`config.mk`:
```
export PLATFORM = sky130hd
export DESIGN_NAME = port_io_pin_control
export DESIGN_NICKNAME = d
export VERILOG_FILES = /design/src/port_io_pkg.sv /design/src/port_io_pin_control.sv
export SDC_FILE = /design/constraint.sdc
export NUM_CORES = 1
export LEC_CHECK = 0
export ABC_CLOCK_PERIOD_IN_PS = 4900
export BUFFER_PORTS_ARGS = -buffer_cell sky130_fd_sc_hd__buf_2
export CAP_MARGIN = 0
export CORE_ASPECT_RATIO = 1.1
export CORE_MARGIN = 4
export CORE_UTILIZATION = 54
export CTS_CLUSTER_SIZE = 20
export DETAILED_ROUTE_END_ITERATION = 7
export PLACE_DENSITY = 0.86
export SYNTH_ARGS = -nofsm -noshare
export SYNTH_HDL_FRONTEND = slang
export SYNTH_SLANG_ARGS = --single-unit
```
`constraint.sdc`:
```
create_clock -name i_core_clk -period 4.9 [get_ports i_core_clk]
set_input_delay 0 -clock i_core_clk [delete_from_list [all_inputs] [get_ports i_core_clk]]
set_output_delay 0 -clock i_core_clk [all_outputs]
set_load 0.02 [all_outputs]
```
`src/port_io_pkg.sv`:
```
// Package holding register map, field positions and shared types for the port pin block
package port_io_pkg;

  // ****************************************************************
  // Register offsets (byte addresses, one 32-bit word each)
  // ****************************************************************
  localparam logic [5:0] OFF_PORT0_DATA = 6'h00;
  localparam logic [5:0] OFF_PORT1_DATA = 6'h04;
  localparam logic [5:0] OFF_PORT2_DATA = 6'h08;
  localparam logic [5:0] OFF_PORT3_DATA = 6'h0c;
  localparam logic [5:0] OFF_PORT0_MODE = 6'h10;
  localparam logic [5:0] OFF_PORT1_MODE = 6'h14;
  localparam logic [5:0] OFF_PORT2_MODE = 6'h18;
  localparam logic [5:0] OFF_PORT3_MODE = 6'h1c;
  localparam logic [5:0] OFF_PORT1_INMODE = 6'h20;
  localparam logic [5:0] OFF_XBAR_CFG = 6'h24;
  localparam logic [5:0] OFF_P3_IRQ = 6'h28;
  localparam logic [5:0] OFF_RMW_READ = 6'h2c;

  // ****************************************************************
  // Field positions
  // ****************************************************************
  localparam int XBAR_ENABLE_BIT = 6;
  localparam int PULLUP_DISABLE_BIT = 7;
  localparam int PIN6_POL_BIT = 2;
  localparam int PIN7_POL_BIT = 3;
  localparam int PIN6_FLAG_BIT = 4;
  localparam int PIN7_FLAG_BIT = 5;
  localparam int PIN6_EN_BIT = 0;
  localparam int PIN7_EN_BIT = 1;
  localparam int EDGE_PIN_LO = 6;
  localparam int EDGE_PIN_HI = 7;

  // ****************************************************************
  // Reset values
  // ****************************************************************
  localparam logic [7:0] RST_DATA = 8'hff;
  localparam logic [7:0] RST_OUT_MODE = 8'h00;
  localparam logic [7:0] RST_IN_MODE = 8'hff;
  localparam logic [7:0] RST_XBAR = 8'h00;
  localparam logic [7:0] RST_P3_IRQ = 8'h00;
  localparam logic [31:0] UNMAPPED_READ = 32'h0000_0000;

  // Crossbar view of one port: peripheral ownership and drive per pin
  typedef struct packed {
    logic [7:0] owned;
    logic [7:0] is_input;
    logic [7:0] force_od;
    logic [7:0] value;
  } xbar_port_t;

  // Pad controls of one port
  typedef struct packed {
    logic [7:0] drive_oe;
    logic [7:0] drive_val;
    logic [7:0] pullup_en;
  } pad_port_t;

endpackage
```
`src/port_io_pin_control.sv`:
```
// Pin control for four byte-wide general-purpose ports with Avalon-MM register access
//
// Notes on behaviour
// Unallocated pins on ports 0-3 act as GPIO through their data registers.
// Crossbar-owned pins take output from the peripheral; data writes don't affect them.
// Normal data reads return the level sampled at the pins.
// Read-modify-write read phase returns the stored data latch instead.
// All output drivers stay off until crossbar global enable is set.
// Pins owned as peripheral inputs have drivers forced off.
// One output mode bit per pin; one push-pull, zero open-drain; resets zero.
// Push-pull drives low for zero, high for one.
// Open-drain drives low for zero, floats for one.
// Mode bits apply to crossbar pins, except forced open-drain pins.
// Software makes a digital input with open-drain mode and data one.
// Port 3 pins 6 and 7 have edge detectors with per-pin polarity bits.
// Selected edge sets the pin's flag; enabled flags raise an interrupt request.
// Every pin has a weak pull-up, enabled after reset.
// Writing one to the global pull-up disable turns all pull-ups off.
// A pin actively driving low has its pull-up switched off.
// Port 1 input mode bit: zero analog, one digital; resets digital.
// Analog port 1 pins have digital input cut and read zero.
// Analog port 1 pins lose pull-up and are skipped by the crossbar.
// Software should set analog pins open-drain with data one.
module port_io_pin_control #(
  parameter int NUM_PORTS = 4,
  parameter int PORT_WIDTH = 8
) (
  input wire logic i_core_clk,
  input wire logic i_rst,
  // Avalon-MM slave
  input wire logic [5:0] i_avs_address,
  input wire logic i_avs_read,
  input wire logic i_avs_write,
  input wire logic [31:0] i_avs_writedata,
  input wire logic [3:0] i_avs_byteenable,
  output logic [31:0] o_avs_readdata,
  output logic o_avs_waitrequest,
  // Crossbar allocation and peripheral drive
  input wire port_io_pkg::xbar_port_t i_xbar [4],
  // Pad inputs, sampled synchronously
  input wire logic [7:0] i_pad_in [4],
  // Pad controls
  output port_io_pkg::pad_port_t o_pad [4],
  // Port 1 pins the crossbar must skip (analog mode)
  output logic [7:0] o_port1_analog_input,
  // Edge interrupt requests for pins 6 and 7 of port 3
  output logic o_pin6_irq,
  output logic o_pin7_irq
);

  // ****************************************************************
  // Elaboration check
  // ****************************************************************
  // The register map packs one port per byte lane of a word, so no other shape fits
  if (NUM_PORTS != 4 || PORT_WIDTH != 8)
  begin : g_bad_param
    $error("port_io_pin_control supports exactly four 8-bit ports");
  end

  // ****************************************************************
  // Register storage
  // ****************************************************************
  logic [7:0] data_q [4];
  logic [7:0] out_mode_q [4];
  logic [7:0] port1_input_mode_bits_q;
  logic [7:0] crossbar_config_two_q;
  logic [7:0] port3_interrupt_flags_q;
  logic [1:0] irq_enable_q;
  logic [7:0] pin_level [4];
  logic [1:0] edge_prev_q;
  logic [1:0] edge_hit;
  logic ack_q;
  logic wr_go;
  logic [31:0] rd_d;
  logic [31:0] rd_q;
  logic xbar_on;
  logic pull_off;

  // Crossbar enable and global pull-up disable, both in the crossbar config byte
  assign xbar_on = crossbar_config_two_q[port_io_pkg::XBAR_ENABLE_BIT];
  assign pull_off = crossbar_config_two_q[port_io_pkg::PULLUP_DISABLE_BIT];

  // Writes land at the answer edge, the one edge at which the master sees
  // waitrequest low; earlier, a register could move before the transfer completes
  assign wr_go = i_avs_write & ack_q;

  // Digital input levels; analog port 1 pins read as zero
  // Pin state, not latch state, so owned pins read back what the peripheral drives
  always_comb
  begin
    for (int p = 0; p < 4; p++)
    begin
      pin_level[p] = i_pad_in[p];
    end
    pin_level[1] = i_pad_in[1] & port1_input_mode_bits_q;
  end

  // ****************************************************************
  // Bus access: one wait cycle per request keeps readdata registered
  // ****************************************************************
  // Answer flag: high in the one cycle in which waitrequest is low
  always_ff @(posedge i_core_clk)
  begin
    if (i_rst)
    begin
      ack_q <= 1'b0;
    end
    else
    begin
      ack_q <= (i_avs_read | i_avs_write) & ~ack_q;
    end
  end

  // High in reset and idle; a master must never assume a fixed latency
  always_ff @(posedge i_core_clk)
  begin
    if (i_rst)
    begin
      o_avs_waitrequest <= 1'b1;
    end
    else
    begin
      // Low for exactly one cycle, the answer cycle
      o_avs_waitrequest <= ~((i_avs_read | i_avs_write) & ~ack_q);
    end
  end

  // Read multiplexer
  // Unmapped addresses read as zero rather than aliasing a register
  always_comb
  begin
    rd_d = port_io_pkg::UNMAPPED_READ;
    unique case (i_avs_address)
      port_io_pkg::OFF_PORT0_DATA: rd_d = {24'h000000, pin_level[0]};
      port_io_pkg::OFF_PORT1_DATA: rd_d = {24'h000000, pin_level[1]};
      port_io_pkg::OFF_PORT2_DATA: rd_d = {24'h000000, pin_level[2]};
      port_io_pkg::OFF_PORT3_DATA: rd_d = {24'h000000, pin_level[3]};
      port_io_pkg::OFF_PORT0_MODE: rd_d = {24'h000000, out_mode_q[0]};
      port_io_pkg::OFF_PORT1_MODE: rd_d = {24'h000000, out_mode_q[1]};
      port_io_pkg::OFF_PORT2_MODE: rd_d = {24'h000000, out_mode_q[2]};
      port_io_pkg::OFF_PORT3_MODE: rd_d = {24'h000000, out_mode_q[3]};
      port_io_pkg::OFF_PORT1_INMODE: rd_d = {24'h000000, port1_input_mode_bits_q};
      port_io_pkg::OFF_XBAR_CFG: rd_d = {24'h000000, crossbar_config_two_q};
      port_io_pkg::OFF_P3_IRQ: rd_d = {22'h0, irq_enable_q, port3_interrupt_flags_q};
      // Latch view of all four ports for the read phase of read-modify-write
      port_io_pkg::OFF_RMW_READ: rd_d = {data_q[3], data_q[2], data_q[1], data_q[0]};
      default: rd_d = port_io_pkg::UNMAPPED_READ;
    endcase
  end

  // Captured at the taking edge; stands through the answer cycle and after
  always_ff @(posedge i_core_clk)
  begin
    if (i_rst)
    begin
      rd_q <= 32'h0000_0000;
    end
    else if (i_avs_read & ~ack_q)
    begin
      rd_q <= rd_d;
    end
  end

  assign o_avs_readdata = rd_q;

  // ****************************************************************
  // Port data latches and output modes
  // ****************************************************************
  // Data latches are written even for owned pins; ownership only hides them at the pad
  // Mode bits reset to open-drain, so no pin can drive high before software asks
  always_ff @(posedge i_core_clk)
  begin
    if (i_rst)
    begin
      for (int p = 0; p < 4; p++)
      begin
        data_q[p] <= port_io_pkg::RST_DATA;
        out_mode_q[p] <= port_io_pkg::RST_OUT_MODE;
      end
    end
    else if (wr_go & i_avs_byteenable[0])
    begin
      for (int p = 0; p < 4; p++)
      begin
        if (i_avs_address == port_io_pkg::OFF_PORT0_DATA + 6'(4 * p))
        begin
          data_q[p] <= i_avs_writedata[7:0];
        end
        if (i_avs_address == port_io_pkg::OFF_PORT0_MODE + 6'(4 * p))
        begin
          out_mode_q[p] <= i_avs_writedata[7:0];
        end
      end
      // Whole-word latch write serves the write-back of read-modify-write
      if (i_avs_address == port_io_pkg::OFF_RMW_READ)
      begin
        for (int p = 0; p < 4; p++)
        begin
          if (i_avs_byteenable[p])
          begin
            data_q[p] <= i_avs_writedata[8 * p +: 8];
          end
        end
      end
    end
    // Write-back with byte 0 masked still reaches ports 1 to 3
    else if (wr_go & (i_avs_address == port_io_pkg::OFF_RMW_READ))
    begin
      for (int p = 1; p < 4; p++)
      begin
        if (i_avs_byteenable[p])
        begin
          data_q[p] <= i_avs_writedata[8 * p +: 8];
        end
      end
    end
  end

  // Global crossbar and port 1 input mode configuration
  // Crossbar enable gates every driver; set it once the ownership inputs are settled
  always_ff @(posedge i_core_clk)
  begin
    if (i_rst)
    begin
      crossbar_config_two_q <= port_io_pkg::RST_XBAR;
      port1_input_mode_bits_q <= port_io_pkg::RST_IN_MODE;
    end
    else if (wr_go & i_avs_byteenable[0])
    begin
      if (i_avs_address == port_io_pkg::OFF_XBAR_CFG)
      begin
        crossbar_config_two_q <= i_avs_writedata[7:0];
      end
      if (i_avs_address == port_io_pkg::OFF_PORT1_INMODE)
      begin
        port1_input_mode_bits_q <= i_avs_writedata[7:0];
      end
    end
  end

  // ****************************************************************
  // Edge interrupts on port 3 pins 6 and 7
  // ****************************************************************
  // Previous sample resets low: with the reset polarity (falling) no edge can show
  // in the first cycle after reset, even on a pin the board holds low
  always_ff @(posedge i_core_clk)
  begin
    if (i_rst)
    begin
      edge_prev_q <= 2'b00;
    end
    else
    begin
      edge_prev_q <= i_pad_in[3][port_io_pkg::EDGE_PIN_HI:port_io_pkg::EDGE_PIN_LO];
    end
  end

  // Polarity one means rising, zero means falling
  always_comb
  begin
    edge_hit = 2'b00;
    for (int k = 0; k < 2; k++)
    begin
      if (port3_interrupt_flags_q[port_io_pkg::PIN6_POL_BIT + k])
      begin
        edge_hit[k] = i_pad_in[3][port_io_pkg::EDGE_PIN_LO + k] & ~edge_prev_q[k];
      end
      else
      begin
        edge_hit[k] = ~i_pad_in[3][port_io_pkg::EDGE_PIN_LO + k] & edge_prev_q[k];
      end
    end
  end

  // A write clears or sets flags, but a same-cycle edge wins over the clear,
  // so an edge arriving while software acknowledges is never lost
  always_ff @(posedge i_core_clk)
  begin
    if (i_rst)
    begin
      port3_interrupt_flags_q <= port_io_pkg::RST_P3_IRQ;
      irq_enable_q <= 2'b00;
    end
    else
    begin
      if (wr_go & (i_avs_address == port_io_pkg::OFF_P3_IRQ))
      begin
        if (i_avs_byteenable[0])
        begin
          port3_interrupt_flags_q <= i_avs_writedata[7:0];
        end
        if (i_avs_byteenable[1])
        begin
          irq_enable_q <= i_avs_writedata[9:8];
        end
      end
      if (edge_hit[0])
      begin
        port3_interrupt_flags_q[port_io_pkg::PIN6_FLAG_BIT] <= 1'b1;
      end
      if (edge_hit[1])
      begin
        port3_interrupt_flags_q[port_io_pkg::PIN7_FLAG_BIT] <= 1'b1;
      end
    end
  end

  // Requests follow flag and enable
  // Registered, so a request rises two edges after the pin edge
  always_ff @(posedge i_core_clk)
  begin
    if (i_rst)
    begin
      o_pin6_irq <= 1'b0;
      o_pin7_irq <= 1'b0;
    end
    else
    begin
      o_pin6_irq <= port3_interrupt_flags_q[port_io_pkg::PIN6_FLAG_BIT]
                    & irq_enable_q[port_io_pkg::PIN6_EN_BIT];
      o_pin7_irq <= port3_interrupt_flags_q[port_io_pkg::PIN7_FLAG_BIT]
                    & irq_enable_q[port_io_pkg::PIN7_EN_BIT];
    end
  end

  // ****************************************************************
  // Pad drive and pull-up
  // ****************************************************************
  // Registered so that every pad control leaves a flip-flop
  always_ff @(posedge i_core_clk)
  begin
    if (i_rst)
    begin
      for (int p = 0; p < 4; p++)
      begin
        o_pad[p].drive_oe <= 8'h00;
        o_pad[p].drive_val <= 8'h00;
        o_pad[p].pullup_en <= 8'hff;
      end
      o_port1_analog_input <= 8'h00;
    end
    else
    begin
      for (int p = 0; p < 4; p++)
      begin
        for (int b = 0; b < 8; b++)
        begin
          logic owned;
          logic val;
          logic push;
          logic oe;
          owned = i_xbar[p].owned[b];
          // Analog port 1 pins are never handed to a peripheral
          if (p == 1 && !port1_input_mode_bits_q[b])
          begin
            owned = 1'b0;
          end
          // Owned pins follow the peripheral; the latch keeps what software wrote
          val = owned ? i_xbar[p].value[b] : data_q[p][b];
          // Bus lines and shift-mode receive pins never drive high
          push = out_mode_q[p][b] & ~(owned & i_xbar[p].force_od[b]);
          // Open-drain drives only a low; crossbar off or peripheral input never drives
          oe = xbar_on & ~(owned & i_xbar[p].is_input[b]) & (push | ~val);
          o_pad[p].drive_oe[b] <= oe;
          o_pad[p].drive_val[b] <= val;
          // Pull-up dropped when globally off, when driving low, or analog
          o_pad[p].pullup_en[b] <= ~pull_off & ~(oe & ~val)
                                   & ~(p == 1 && !port1_input_mode_bits_q[b]);
        end
      end
      o_port1_analog_input <= ~port1_input_mode_bits_q;
    end
  end

endmodule

```
---- Word-level counts from Yosys, hierarchy flattened ----
Memories as Yosys holds them, arrays and structs flattened.
Cells that the tools add are included.
storage, ports and cells
  register bits ........................... 168
  RAM bits ................................ 64
  memories kept ........................... 2
operators by class
  eq/ne operators ......................... 11
  mux-type cells .......................... 136
  bitwise operators ....................... 429
  reduce and logical (&&, ||, !) cells .... 11
memories
  memory      depth  width  rd ports  clocked after memory_dff  write ports  RTL line                   source
  data_q      4      8      4         0                         4            port_io_pin_control.sv:63  logic [7:0] data_q [4];
  out_mode_q  4      8      4         0                         4            port_io_pin_control.sv:64  logic [7:0] out_mode_q [4];
operator list
  kind                number
  $pmux 32 s12        1
  $and 1x1->1         244
  $not 1->1           135
  $mux 8              15
  $mux 1              118
  $or 1x1->1          48
  $eq 6x5->1 const B  4
  $eq 6x6->1 const B  4
  $eq 6x4->1 const B  2
  $mux 6              2
  $reduce_and 2->1    6
  $and 8x8->8         1
  $not 8->8           1
  $reduce_bool 2->1   4
  $eq 6x3->1 const B  1
  $logic_not 6->1     1

---- Depth between registers and ports, before layout ----
Gate-level depths: netlist of the first run.
  depth in word-level cells ............... 11
  gate-level depth with buffers ........... 7
  gate-level depth less buffers ........... 4

---- Worst setup path before layout of the first run ----
No wires, ideal clock.
  path kind ............................... in2reg
  from .................................... input port i_avs_address[0]
  to ...................................... memory data_q[3][0], enable pin
  data arrival time ....................... 1516 ps
  required time ........................... 4525 ps
  path slack .............................. 3009 ps
  stages on the path ...................... 6
  path through ............................ buf_2 or4b_1 buf_6 nor2_4 a22oi_1 o21bai_1
RTL lines
  what             RTL line                   source
  start, declared  port_io_pin_control.sv:31  input wire logic [5:0] i_avs_address,
  end, declared    port_io_pin_control.sv:63

---- Worst setup path in the final report of the first run ----
  from .................................... register crossbar_config_two_q[6]
  to ...................................... register o_pad[68] (netlist bit)
between the ends
  word-level cells in the longest chain between the ends .. 2
ends and longest elaborated chain
  what                       RTL line                    source
  start, declared            port_io_pin_control.sv:66   logic [7:0] crossbar_config_two_q;
  start signal, assigned     port_io_pin_control.sv:225  crossbar_config_two_q <= port_io_pkg::RST_XBAR;
  start signal, assigned     port_io_pin_control.sv:232  crossbar_config_two_q <= i_avs_writedata[7:0];
  $and 1x1->1 (2 in series)  port_io_pin_control.sv:363  oe = xbar_on & ~(owned & i_xbar[p].is_input[b]) & (push | ~val);
  end, declared              port_io_pin_control.sv:43   output port_io_pkg::pad_port_t o_pad [4],
Every way passes these cells.
A chain may end at the register's enable or synchronous reset.

==> results of run 1 <==
==> logic make-up after synthesis <==
logic type             count (synthesis)  share of synthesized area, %
buffers and inverters                102                         4.131
flip-flops                           232                         53.69
AO/OA/AOI/OAI                        259                         16.68
AND/OR/NAND/NOR                      316                         16.51
multiplexers                          74                         8.987
==> area by class of cell <==
type                            instances  area, sq um
Clock inverter                         12        141.4
Tap cell                              238        297.8
Multi-Input combinational cell        649         4159
Sequential cell                       232         5285
Timing Repair Buffer                  580         4071
Clock buffer                           30        621.8
Inverter                               45        168.9
Fill cell                             961         3040
Antenna cell                            7        17.52
==> how the worst max path moves through the flow <==
stage	endpoint	slack [ns]	cells after the start
after floorplan	data_q[3][0]	3.01	6
after global placement	data_q[3][3]	2.47	5
after detailed placement	data_q[3][4]	2.36	5
after CTS	o_avs_readdata[6]	2.51	5
after global routing	o_pad[64]	2.27	3
final	o_pad[68]	2.30	3
==> registers in the layout, indices dropped and copies added (netlist names) <==
register / count
o_pad: 96
data_q: 32
o_avs_readdata: 32
out_mode_q: 32
crossbar_config_two_q: 8
o_port1_analog_input: 8
port1_input_mode_bits_q: 8
port3_interrupt_flags_q: 8
edge_prev_q: 2
irq_enable_q: 2
ack_q: 1
o_avs_waitrequest: 1
o_pin6_irq: 1
o_pin7_irq: 1
==> synthesized netlist by cell type, types with 8 or more instances <==
cell type  count  share of area [%]
dfxtp_1      168                 34
nor2_1       110                4.2
a21oi_1       88                4.5
edfxtp_1      64                 20
nand2_1       61                2.3
mux2i_1       58                5.9
o21ai_0       47                2.4
inv_1         44                1.7
clkbuf_1      41                1.6
and2_1        34                2.2
a22oi_1       28                2.1
o22ai_1       26                1.7
or3_1         24                1.5
nand3_1       17               0.86
o22a_1        16                1.4
nor3_1        13               0.66
nand3b_1      12               0.92
mux4_2        11                2.5
or2_2          9               0.57
a311oi_1       8               0.71
a31o_2         8               0.71
==> layer usage <==
layer	global-route usage [%]	wire, um
met1	46.49	13970
met2	69.65	21010
met4	30.75	3749
met3	15.43	6196
met5	0	55
==> power by group through the flow <==
stage                     Combinational [uW]  Clock (uW)  Sequential (uW)
after floorplan                          167           0             2070
after global placement                   363           0             2060
after detailed placement                 368           0             2060
after CTS                                518        1820             2020
after global routing                     585        1920             2020
final                                    560        1860             2020
==> per-stage QoR <==
stage	std cells	power, uW	cell area, sq um
after floorplan	983	2241	9843
after global placement	1514	2422	11680
after detailed placement	1514	2428	11680
after CTS	1786	4352	14750
after global routing	1792	4522	14760
final	1793	4441	14760
==> layout by cell type (no fill, tap or decap), types with 44 or more instances in the layout <==
master | synthesis | final
dfxtp_1 | 168 | 168
nor2_1 | 110 | 109
nand2_1 | 61 | 61
buf_2 | 7 | 343
inv_1 | 44 | 44
dlygate4sd3_1 | 0 | 230
o21ai_0 | 47 | 47
mux2i_1 | 58 | 58
a21oi_1 | 88 | 88
edfxtp_1 | 64 | 64
==> worst register-to-register path, stage by stage (launching register included) <==
cell and delay, ns:
dfxtp_1 0.76, nand2b_2 0.68, a311oi_1 0.48, dlygate4sd3_1 0.61
==> metrics.md, run 1 <==
| Metric | Value |
|---|---|
| Max stage delay on crit path | `0.76 ns` |
| Synthesized cell area | `9843 sq um` |
| Cts repair resizes | `0` |
| R2R Path Start | `crossbar_config_two_q[6]` |
| R2R cell count | `3` |
| Worst-margin pin slew | `1.405 ns` |
| Antenna Nets Post-Route | `0` |
| Fin crit share | `52.98%` |
| Core ar. | `17800 sq um` |
| Min-Delay Endpoint | `o_pad[54]` |
| Pins Over Slew Limit | `0` |
| Row count | `51` |
| Max-Cap Viols | `0` |
| CTS tree | `yes` |
| GP Congestion | `0.9544` |
| Initial DRC Count | `1370` |
| Initial antenna violation count | `11` |
| CTS Sinks | `232` |
| Final net count | `1737` |
| Clock transition time at the flip-flop clock pins of the worst setup and hold paths | `0.07 ns` |
| Status | `finished clean` |
| CTS root buffer | `clkbuf_16` |
| Hold Startpoint | `i_xbar[94]` |
| Worst hold path cell count | `4` |
| Required @ worst endpoint | `5.36 ns` |
| Hold Path Class | `in2reg` |
| Pre-CTS WS | `2.357 ns` |
| Gr usage total | `43.05%` |
| Share of post-route cells with drive strength above 1 | `27.91%` |
| Max clock buf depth | `3` |
| Top-Level Pins | `345` |
| Post-Syn Nets | `1189` |
| R2r setup slk | `2.30 ns` |
| Sequential fraction of the synthesis area | `53.69%` |
| CTS Buf Count | `23` |
| Hold buffer count at CTS | `230` |
| DR vias/cell | `6.340` |
| Pin count of the biggest net entering global routing | `85` |
| Net switching fraction of the power | `25.10%` |
| Worst setup path startpoint | `crossbar_config_two_q[6]` |
| WP data arrival | `3.05 ns` |
| Setup repair bufs after CTS | `0` |
| First-pass GRT wire length | `66.27 mm` |
| Area Overhead vs Synth | `49.98%` |
| Yosys cell types | `60` |
| RSZ-0062 raised after global routing | `no` |
| Worst r2r dst | `o_pad[68]` |
| Syn Area/Cell | `10.01 sq um` |
| Syn Inst Count | `983` |
| Grt total ovfl | `0` |
| Hpwl dp | `26.29 mm` |
| CP delay by family, top | `flip-flops` |
| Pwr Density | `300.8 nW/um^2` |
| Asr flop ratio synth | `0%` |
| Die area | `20450 sq um` |
| Port bufs | `344` |
| Internal | `3327 uW` |
| Worst-path cell chain | `nand2b_2 > a311oi_1 > dlygate4sd3_1` |
| Slew Limit Headroom | `5.918%` |
| Slowest CP cell | `dfxtp_1` |
| Final wirelength | `44.98 mm` |
| Crit path capture type | `register` |
| WL/cell | `25.08 um` |
| H-tree depth | `1` |
| Vias in the first global route | `11550` |
| Crit Path Max Fanout | `32` |
| Clk_lat worst skew | `0.53 ns` |
| Die width | `136.7 um` |
| Synthesis Warnings | `0` |
| Core Util, Final | `82.92%` |
| P_sw | `1115 uW` |
| Drt pass-1 iters | `8` |
| Register bit count reported by yosys | `232` |
| Part of the power in combinational logic | `12.6%` |
| LEAKAGE | `0.006376 uW` |
| DR DRC count | `0` |
| Final worst slack | `2.304 ns` |
| Initial core utilization | `55.29%` |
| Startpoint types | `register` |
| Final Hold Violating Endpoints | `0` |
| Vias | `11370` |
| Layout Skew | `0.02209 ns` |
| Final setup viols | `0` |
| Reg power frac | `45.5%` |
| Die H | `149.6 um` |
| FMAX | `0.3852 GHz` |
| Number of flops mapped to enable cells by yosys | `64` |
| Crit path buffers/inverters | `1` |
| Crit path kind | `reg2reg` |
| Ys flop type | `dfxtp_1` |
| Fin crit period | `2.596 ns` |
| WHS | `0.006178 ns` |
| Maximum vdd ir drop | `306.1 uV` |
| Power share of the clock group | `41.9%` |
| Setup TNS | `0 ns` |
No activity file was read; power rests on OpenSTA's default activity.
==> run 2, diff against run 1 <==
- ABC_CLOCK_PERIOD_IN_PS: 4900 -> 2550
- CORE_UTILIZATION: 54 -> 50
- PLACE_DENSITY: 0.86 -> 0.81
- clock period: 4.9 -> 2.55 ns (I/O delays scaled with it)
==> run 2 against run 1 <==
Maximum frequency rose by 9.1%; first-iteration DRC count rose by 10%; final area is 2.3% higher; sequential cell count unchanged; register-to-register slack got worse by 2.1 ns; worst setup slack lost 2.1 ns; non-clock buffer count up 33; global-route usage down 4.1 points; via count down 0.94%; clock-buffer cell count up 1; routed wire length shrank 0.74%; largest cell class unchanged.
==> metrics.md, run 2 (synthesis results as in run 1) <==
| Metric | Value |
|---|---|
| Status | `finished clean (unchanged)` |
| CTS Sinks | `232 (unchanged)` |
| Pin count of the biggest net entering global routing | `48 (was 85)` |
| Share of post-route cells with drive strength above 1 | `28.62% (was 27.91%)` |
| Pre-CTS WS | `0.5328 ns (was 2.357 ns)` |
| Most frequent CP cell | `dlygate4sd3_1` |
| CTS Buf Count | `24 (was 23)` |
| Final net count | `1771 (was 1737)` |
| Wl on met1 | `14.99 mm (was 13.97 mm)` |
| Final wirelength | `44.64 mm (was 44.98 mm)` |
| Gr usage total | `38.94% (was 43.05%)` |
| Die H | `155.2 um (was 149.6 um)` |
| R2R cell count | `6 (was 3)` |
| Power share of the clock group | `42.6% (was 41.9%)` |
| Worst-margin pin slew | `0.7494 ns (was 1.405 ns)` |
| Die area | `22000 sq um (was 20450 sq um)` |
| Crit path capture type | `register (unchanged)` |
| Startpoint types | `register (unchanged)` |
| Max clock buf depth | `3 (unchanged)` |
| Pwr Density | `576.6 nW/um^2 (was 300.8 nW/um^2)` |
| Row count | `53 (was 51)` |
| Commonest non-fill, non-tap cell in the layout | `buf_2 (unchanged)` |
| Initial DRC Count | `1509 (was 1370)` |
| Crit Path Max Fanout | `2 (was 32)` |
| Drt pass-1 iters | `6 (was 8)` |
| Top routing layer used | `met4 (was met5)` |
| CTS tree | `yes (unchanged)` |
| Layout Skew | `0.01779 ns (was 0.02209 ns)` |
| P_sw | `2090 uW (was 1115 uW)` |
| Fin crit period | `2.379 ns (was 2.596 ns)` |
| Vias | `11260 (was 11370)` |
| Net switching fraction of the power | `23.99% (was 25.10%)` |
| Antenna Nets Post-Route | `0 (unchanged)` |
| RSZ-0062 raised after global routing | `no (unchanged)` |
| Post-route cell area | `15110 sq um (was 14760 sq um)` |
| DP Area | `11850 sq um (was 11680 sq um)` |
| LEAKAGE | `0.006537 uW (was 0.006376 uW)` |
| DR vias/cell | `6.137 (was 6.340)` |
| H-tree depth | `1 (unchanged)` |
| DR WL met3 | `4.816 mm (was 6.196 mm)` |
| Hpwl dp | `27.04 mm (was 26.29 mm)` |
| Top-Level Pins | `345 (unchanged)` |
| Max stage delay on crit path | `0.63 ns (was 0.76 ns)` |
| Cts repair resizes | `0 (unchanged)` |
| Hold buffer count at CTS | `242 (was 230)` |
| Final Hold Violating Endpoints | `0 (unchanged)` |
| Clock transition time at the flip-flop clock pins of the worst setup and hold paths | `0.06 ns (was 0.07 ns)` |
| FMAX | `0.4203 GHz (was 0.3852 GHz)` |
| Area Overhead vs Synth | `53.49% (was 49.98%)` |
| Core ar. | `19230 sq um (was 17800 sq um)` |
| GP Congestion | `1.007 (was 0.9544)` |
| WHS | `0.03853 ns (was 0.006178 ns)` |
| Reg power frac | `44.6% (was 45.5%)` |
| Setup TNS | `0 ns (unchanged)` |
| Metal2 WL | `22.00 mm (was 21.01 mm)` |
| DR DRC count | `0 (unchanged)` |
| Max reg flops | `96 (unchanged)` |
| Initial antenna violation count | `4 (was 11)` |
| Most frequent cells in the layout | `buf_2 (343), dlygate4sd3_1 (242), dfxtp_1 (168), nor2_1 (109), a21oi_1 (88) (was buf_2 (343), dlygate4sd3_1 (230), dfxtp_1 (168), nor2_1 (109), a21oi_1 (88))` |
| Port bufs | `344 (unchanged)` |
| WP data arrival | `2.81 ns (was 3.05 ns)` |
| Vias in the first global route | `11610 (was 11550)` |
| Pins Over Slew Limit | `0 (unchanged)` |
| Final worst slack | `0.1705 ns (was 2.304 ns)` |
| Part of the power in combinational logic | `12.8% (was 12.6%)` |
| Fin crit share | `93.31% (was 52.98%)` |
| Max-Cap Viols | `0 (unchanged)` |
| WL/cell | `24.33 um (was 25.08 um)` |
| Final setup viols | `0 (unchanged)` |
| Crit path kind | `reg2reg (unchanged)` |
| Worst-path cell chain | `inv_1 > o21ai_0 > a21oi_1 > dlygate4sd3_1 > a311oi_1 > dlygate4sd3_1 (was nand2b_2 > a311oi_1 > dlygate4sd3_1)` |
| Internal | `6622 uW (was 3327 uW)` |
| Grt total ovfl | `0 (unchanged)` |
| Setup repair bufs after CTS | `0 (unchanged)` |
| Slew Limit Headroom | `49.66% (was 5.918%)` |
| Hold Path Class | `in2reg (unchanged)` |
| Slowest CP cell | `dlygate4sd3_1 (was dfxtp_1)` |
| First-pass GRT wire length | `66.20 mm (was 66.27 mm)` |
| Initial core utilization | `51.18% (was 55.29%)` |
| Die width | `141.8 um (was 136.7 um)` |
| Worst hold path cell count | `4 (unchanged)` |
| Required @ worst endpoint | `2.98 ns (was 5.36 ns)` |
| CTS root buffer | `clkbuf_16 (unchanged)` |
| Most flops, register | `o_pad (unchanged)` |
| Maximum vdd ir drop | `555.9 uV (was 306.1 uV)` |
| Clk_lat worst skew | `0.52 ns (was 0.53 ns)` |
==> run 2: worst max-delay path: cells and delay by family, from the launching register on <==
kind / cells / cell delay (ns)
buf+inv: 3 / 1.27
compound gates: 3 / 0.60
flops: 1 / 0.45
==> run 2: layout make-up <==
cell class	instances	area (sq um)
repair buffers	613	4349
well taps	247	309.0
multi-input cells	649	4156
inverters	45	168.9
clock inverters	13	168.9
flip-flops and latches	232	5285
fillers	1126	4123
clock buffers	31	658.1
diodes	5	12.51
==> run 2: final timing paths <==
path / startpoint / end / slack [ns]
max: out_mode_q[1][5] / o_pad[69] / 0.17
max reg2reg: out_mode_q[1][5] / o_pad[69] / 0.17
min reg2reg: o_avs_readdata[9] / o_avs_readdata[9] / 0.45
min: i_pad_in[29] / o_avs_readdata[5] / 0.04
==> run 2: power groups by stage <==
stage	Combinational, uW	Clock [uW]	Sequential (uW)
after global routing	1170	3860	3880
after floorplan	321	0	3990
after CTS	1040	3690	3880
after global placement	717	0	3960
after detailed placement	727	0	3960
final	1120	3710	3880
==> run 2: metrics by stage <==
step                      total power [uW]  cells  util [%]
final                                 8712   1835     78.56
after global routing                  8910   1834     78.55
after CTS                             8605   1830     78.50
after detailed placement              4684   1544     61.60
after global placement                4674   1544     61.60
after floorplan                       4306    983         -
==> run 2: per-layer routing <==
metal / track usage (%) / up-vias
li1: - / 4740
met1: 45.44 / 5341
met2: 67.65 / 959
met3: 5.933 / 221
met4: 22.76 / 0
met5: 0 / -
==> run 3, diff against run 2 <==
- RECOVER_POWER: default -> 50
==> run 3 against run 2 <==
Via count down 0.39%; first-iteration DRC count decreased by 0.86%; clock skew down 0.0033 ns.
==> metrics.md, run 3 (synthesis results as in run 1) <==
| Metric | Value |
|---|---|
| Status | `finished clean (unchanged)` |
| Core ar. | `19230 sq um (unchanged)` |
| P_sw | `2101 uW (was 2090 uW)` |
| Initial core utilization | `51.18% (unchanged)` |
| First-pass GRT wire length | `66.20 mm (unchanged)` |
| DR vias/cell | `6.116 (was 6.137)` |
| Area Overhead vs Synth | `51.49% (was 53.49%)` |
| Hold Startpoint | `i_avs_address[5] (was i_pad_in[29])` |
| Most flops, register | `o_pad (unchanged)` |
| Die width | `141.8 um (unchanged)` |
| DR DRC count | `0 (unchanged)` |
| CTS root buffer | `clkbuf_16 (unchanged)` |
| Row count | `53 (unchanged)` |
| Gr usage total | `38.94% (unchanged)` |
| Setup TNS | `0 ns (unchanged)` |
| WP data arrival | `2.80 ns (was 2.81 ns)` |
| Clk_lat worst skew | `0.52 ns (about the same)` |
| Share of post-route cells with drive strength above 1 | `19.58% (was 28.62%)` |
| FMAX | `0.4169 GHz (was 0.4203 GHz)` |
| CTS Buf Count | `24 (unchanged)` |
| LEAKAGE | `0.006056 uW (was 0.006537 uW)` |
| GP Congestion | `1.007 (unchanged)` |
| Pwr Density | `584.2 nW/um^2 (was 576.6 nW/um^2)` |
| WL/cell | `24.27 um (was 24.33 um)` |
| Maximum vdd ir drop | `557.3 uV (was 555.9 uV)` |
| Top-Level Pins | `345 (unchanged)` |
| Crit Path Max Fanout | `47 (was 2)` |
| Final Hold Violating Endpoints | `0 (unchanged)` |
| Drt pass-1 iters | `6 (unchanged)` |
| Final wirelength | `44.52 mm (was 44.64 mm)` |
| Part of the power in combinational logic | `12.7% (was 12.8%)` |
| Crit path kind | `in2reg (was reg2reg)` |
| Worst r2r dst | `o_avs_readdata[6] (was o_pad[69])` |
| Grt total ovfl | `0 (unchanged)` |
| Fin crit period | `2.399 ns (was 2.379 ns)` |
| Final net count | `1771 (unchanged)` |
| Hold Path Class | `in2reg (unchanged)` |
| Layout Skew | `0.01445 ns (was 0.01779 ns)` |
| Fillcell total | `1233 (was 1126)` |
| Fin crit share | `94.07% (was 93.31%)` |
| CTS Sinks | `232 (unchanged)` |
| Power share of the clock group | `42.7% (was 42.6%)` |
| R2R cell count | `5 (was 6)` |
| Cells after DPL | `1544 (unchanged)` |
| Max-Cap Viols | `0 (unchanged)` |
| CTS tree | `yes (unchanged)` |
| Worst-margin pin slew | `1.081 ns (was 0.7494 ns)` |
| Initial antenna violation count | `4 (unchanged)` |
| Antenna Nets Post-Route | `0 (unchanged)` |
| Vias | `11220 (was 11260)` |
| Die H | `155.2 um (unchanged)` |
| Port bufs | `344 (unchanged)` |
| Slew Limit Headroom | `27.93% (was 49.66%)` |
| RSZ-0062 raised after global routing | `no (unchanged)` |
| Worst setup path startpoint | `i_rst (was out_mode_q[1][5])` |
| Pin count of the biggest net entering global routing | `48 (unchanged)` |
| Max clock buf depth | `3 (unchanged)` |
| Setup repair bufs after CTS | `0 (unchanged)` |
| Worst hold path cell count | `4 (unchanged)` |
| Crit path capture type | `register (unchanged)` |
| Required @ worst endpoint | `2.95 ns (was 2.98 ns)` |
| Startpoint types | `input port (was register)` |
| Clock transition time at the flip-flop clock pins of the worst setup and hold paths | `0.07 ns (was 0.06 ns)` |
| Vias in the first global route | `11610 (unchanged)` |
| R2R Path Start | `ack_q (was out_mode_q[1][5])` |
| Net switching fraction of the power | `24.12% (was 23.99%)` |
| Final setup viols | `0 (unchanged)` |
| H-tree depth | `1 (unchanged)` |
| Reg power frac | `44.6% (about the same)` |
| Die area | `22000 sq um (unchanged)` |
| Final Non-Filler Cells | `1834 (was 1835)` |
| Min-Delay Endpoint | `o_avs_readdata[6] (was o_avs_readdata[5])` |
| Hpwl dp | `27.04 mm (unchanged)` |
| R2r setup slk | `0.17 ns (about the same)` |
| Pins Over Slew Limit | `0 (unchanged)` |
| Internal | `6610 uW (was 6622 uW)` |
| Initial DRC Count | `1496 (was 1509)` |
| Most frequent cells in the layout | `dlygate4sd3_1 (242), buf_2 (203), dfxtp_1 (168), clkbuf_1 (147), nor2_1 (109) (was buf_2 (343), dlygate4sd3_1 (242), dfxtp_1 (168), nor2_1 (109), a21oi_1 (88))` |
| Max reg flops | `96 (unchanged)` |
| Commonest non-fill, non-tap cell in the layout | `dlygate4sd3_1 (was buf_2)` |
-- run 3: cell count changes in the layout (fill, tap and decap cells not counted) --
cell	before	now
diode_2	5	4
buf_4	28	24
buf_2	343	203
nor4b_1	0	1
clkbuf_1	5	147
clkbuf_2	0	2
nor4b_2	2	1
-- run 3: routing by layer --
layer / vias up / wire length (um) / global-route usage (%) / share of wire, %
met5: - / 0 / 0 / 0
met4: 0 / 3015 / 22.76 / 6.8
met3: 242 / 4665 / 5.933 / 10
met2: 967 / 21830 / 67.65 / 49
met1: 5275 / 15010 / 45.44 / 34
li1: 4733 / - / - / -
-- run 3: cell type report --
| type | instances | area [sq um] | share of cell area [%] |
|---|---|---|---|
| sequential | 232 | 5285 | 35.44 |
| timing repair buffer | 613 | 4161 | 27.91 |
| multi-input combinational | 649 | 4150 | 27.83 |
| clock buffer | 31 | 658.1 | 4.413 |
| tap | 247 | 309.0 | 2.072 |
| clock inverter | 13 | 168.9 | 1.133 |
| inverter | 45 | 168.9 | 1.133 |
| antenna | 4 | 10.01 | 0.06713 |
-- run 3: power groups by stage --
stage | logic, uW | registers, uW | clock network [uW]
3_3_place_gp | 717 | 3960 | 0
4_1_cts | 1040 | 3880 | 3690
2_1_floorplan | 321 | 3990 | 0
6_report | 1100 | 3880 | 3720
5_1_grt | 1160 | 3880 | 3860
3_5_place_dp | 727 | 3960 | 0
-- run 3: how the worst max path moves through the flow --
| stage | endpoint | slack (ns) | cells after the start |
|---|---|---|---|
| 2_1_floorplan | data_q[3][0] | 0.66 | 6 |
| 3_3_place_gp | data_q[3][2] | 0.58 | 5 |
| 3_5_place_dp | data_q[3][4] | 0.53 | 5 |
| 4_1_cts | o_avs_readdata[6] | 0.20 | 5 |
| 5_1_grt | ack_q | 0.06 | 7 |
| 6_report | ack_q | 0.15 | 7 |
-- run 3: through the flow --
| stage | hold WS [ns] | setup WS [ns] | instance area [sq um] | total power [uW] | utilization, % |
|---|---|---|---|---|---|
| 2_1_floorplan | 0.1282 | 0.6590 | 9843 | 4306 | - |
| 3_3_place_gp | 0.2591 | 0.5750 | 11850 | 4674 | 61.60 |
| 3_5_place_dp | 0.2653 | 0.5328 | 11850 | 4684 | 61.60 |
| 4_1_cts | 0.01046 | 0.2033 | 15100 | 8605 | 78.50 |
| 5_1_grt | 0.05010 | 0.05972 | 14910 | 8899 | 77.54 |
| 6_report | 0.03214 | 0.1511 | 14910 | 8711 | 77.54 |
-- run 3: critical path: stages --
cell and delay [ns]:
dlygate4sd3_1 0.54, buf_4 0.42, clkbuf_2 0.91, nor2_1 0.10, o21ai_0 0.13, dlygate4sd3_1 0.62, inv_1 0.05
-- run 3: what timing repair did --
item	in CTS	in global routing
hold buffers	242	0
resized for setup	0	0
endpoints found under the hold margin	163	0
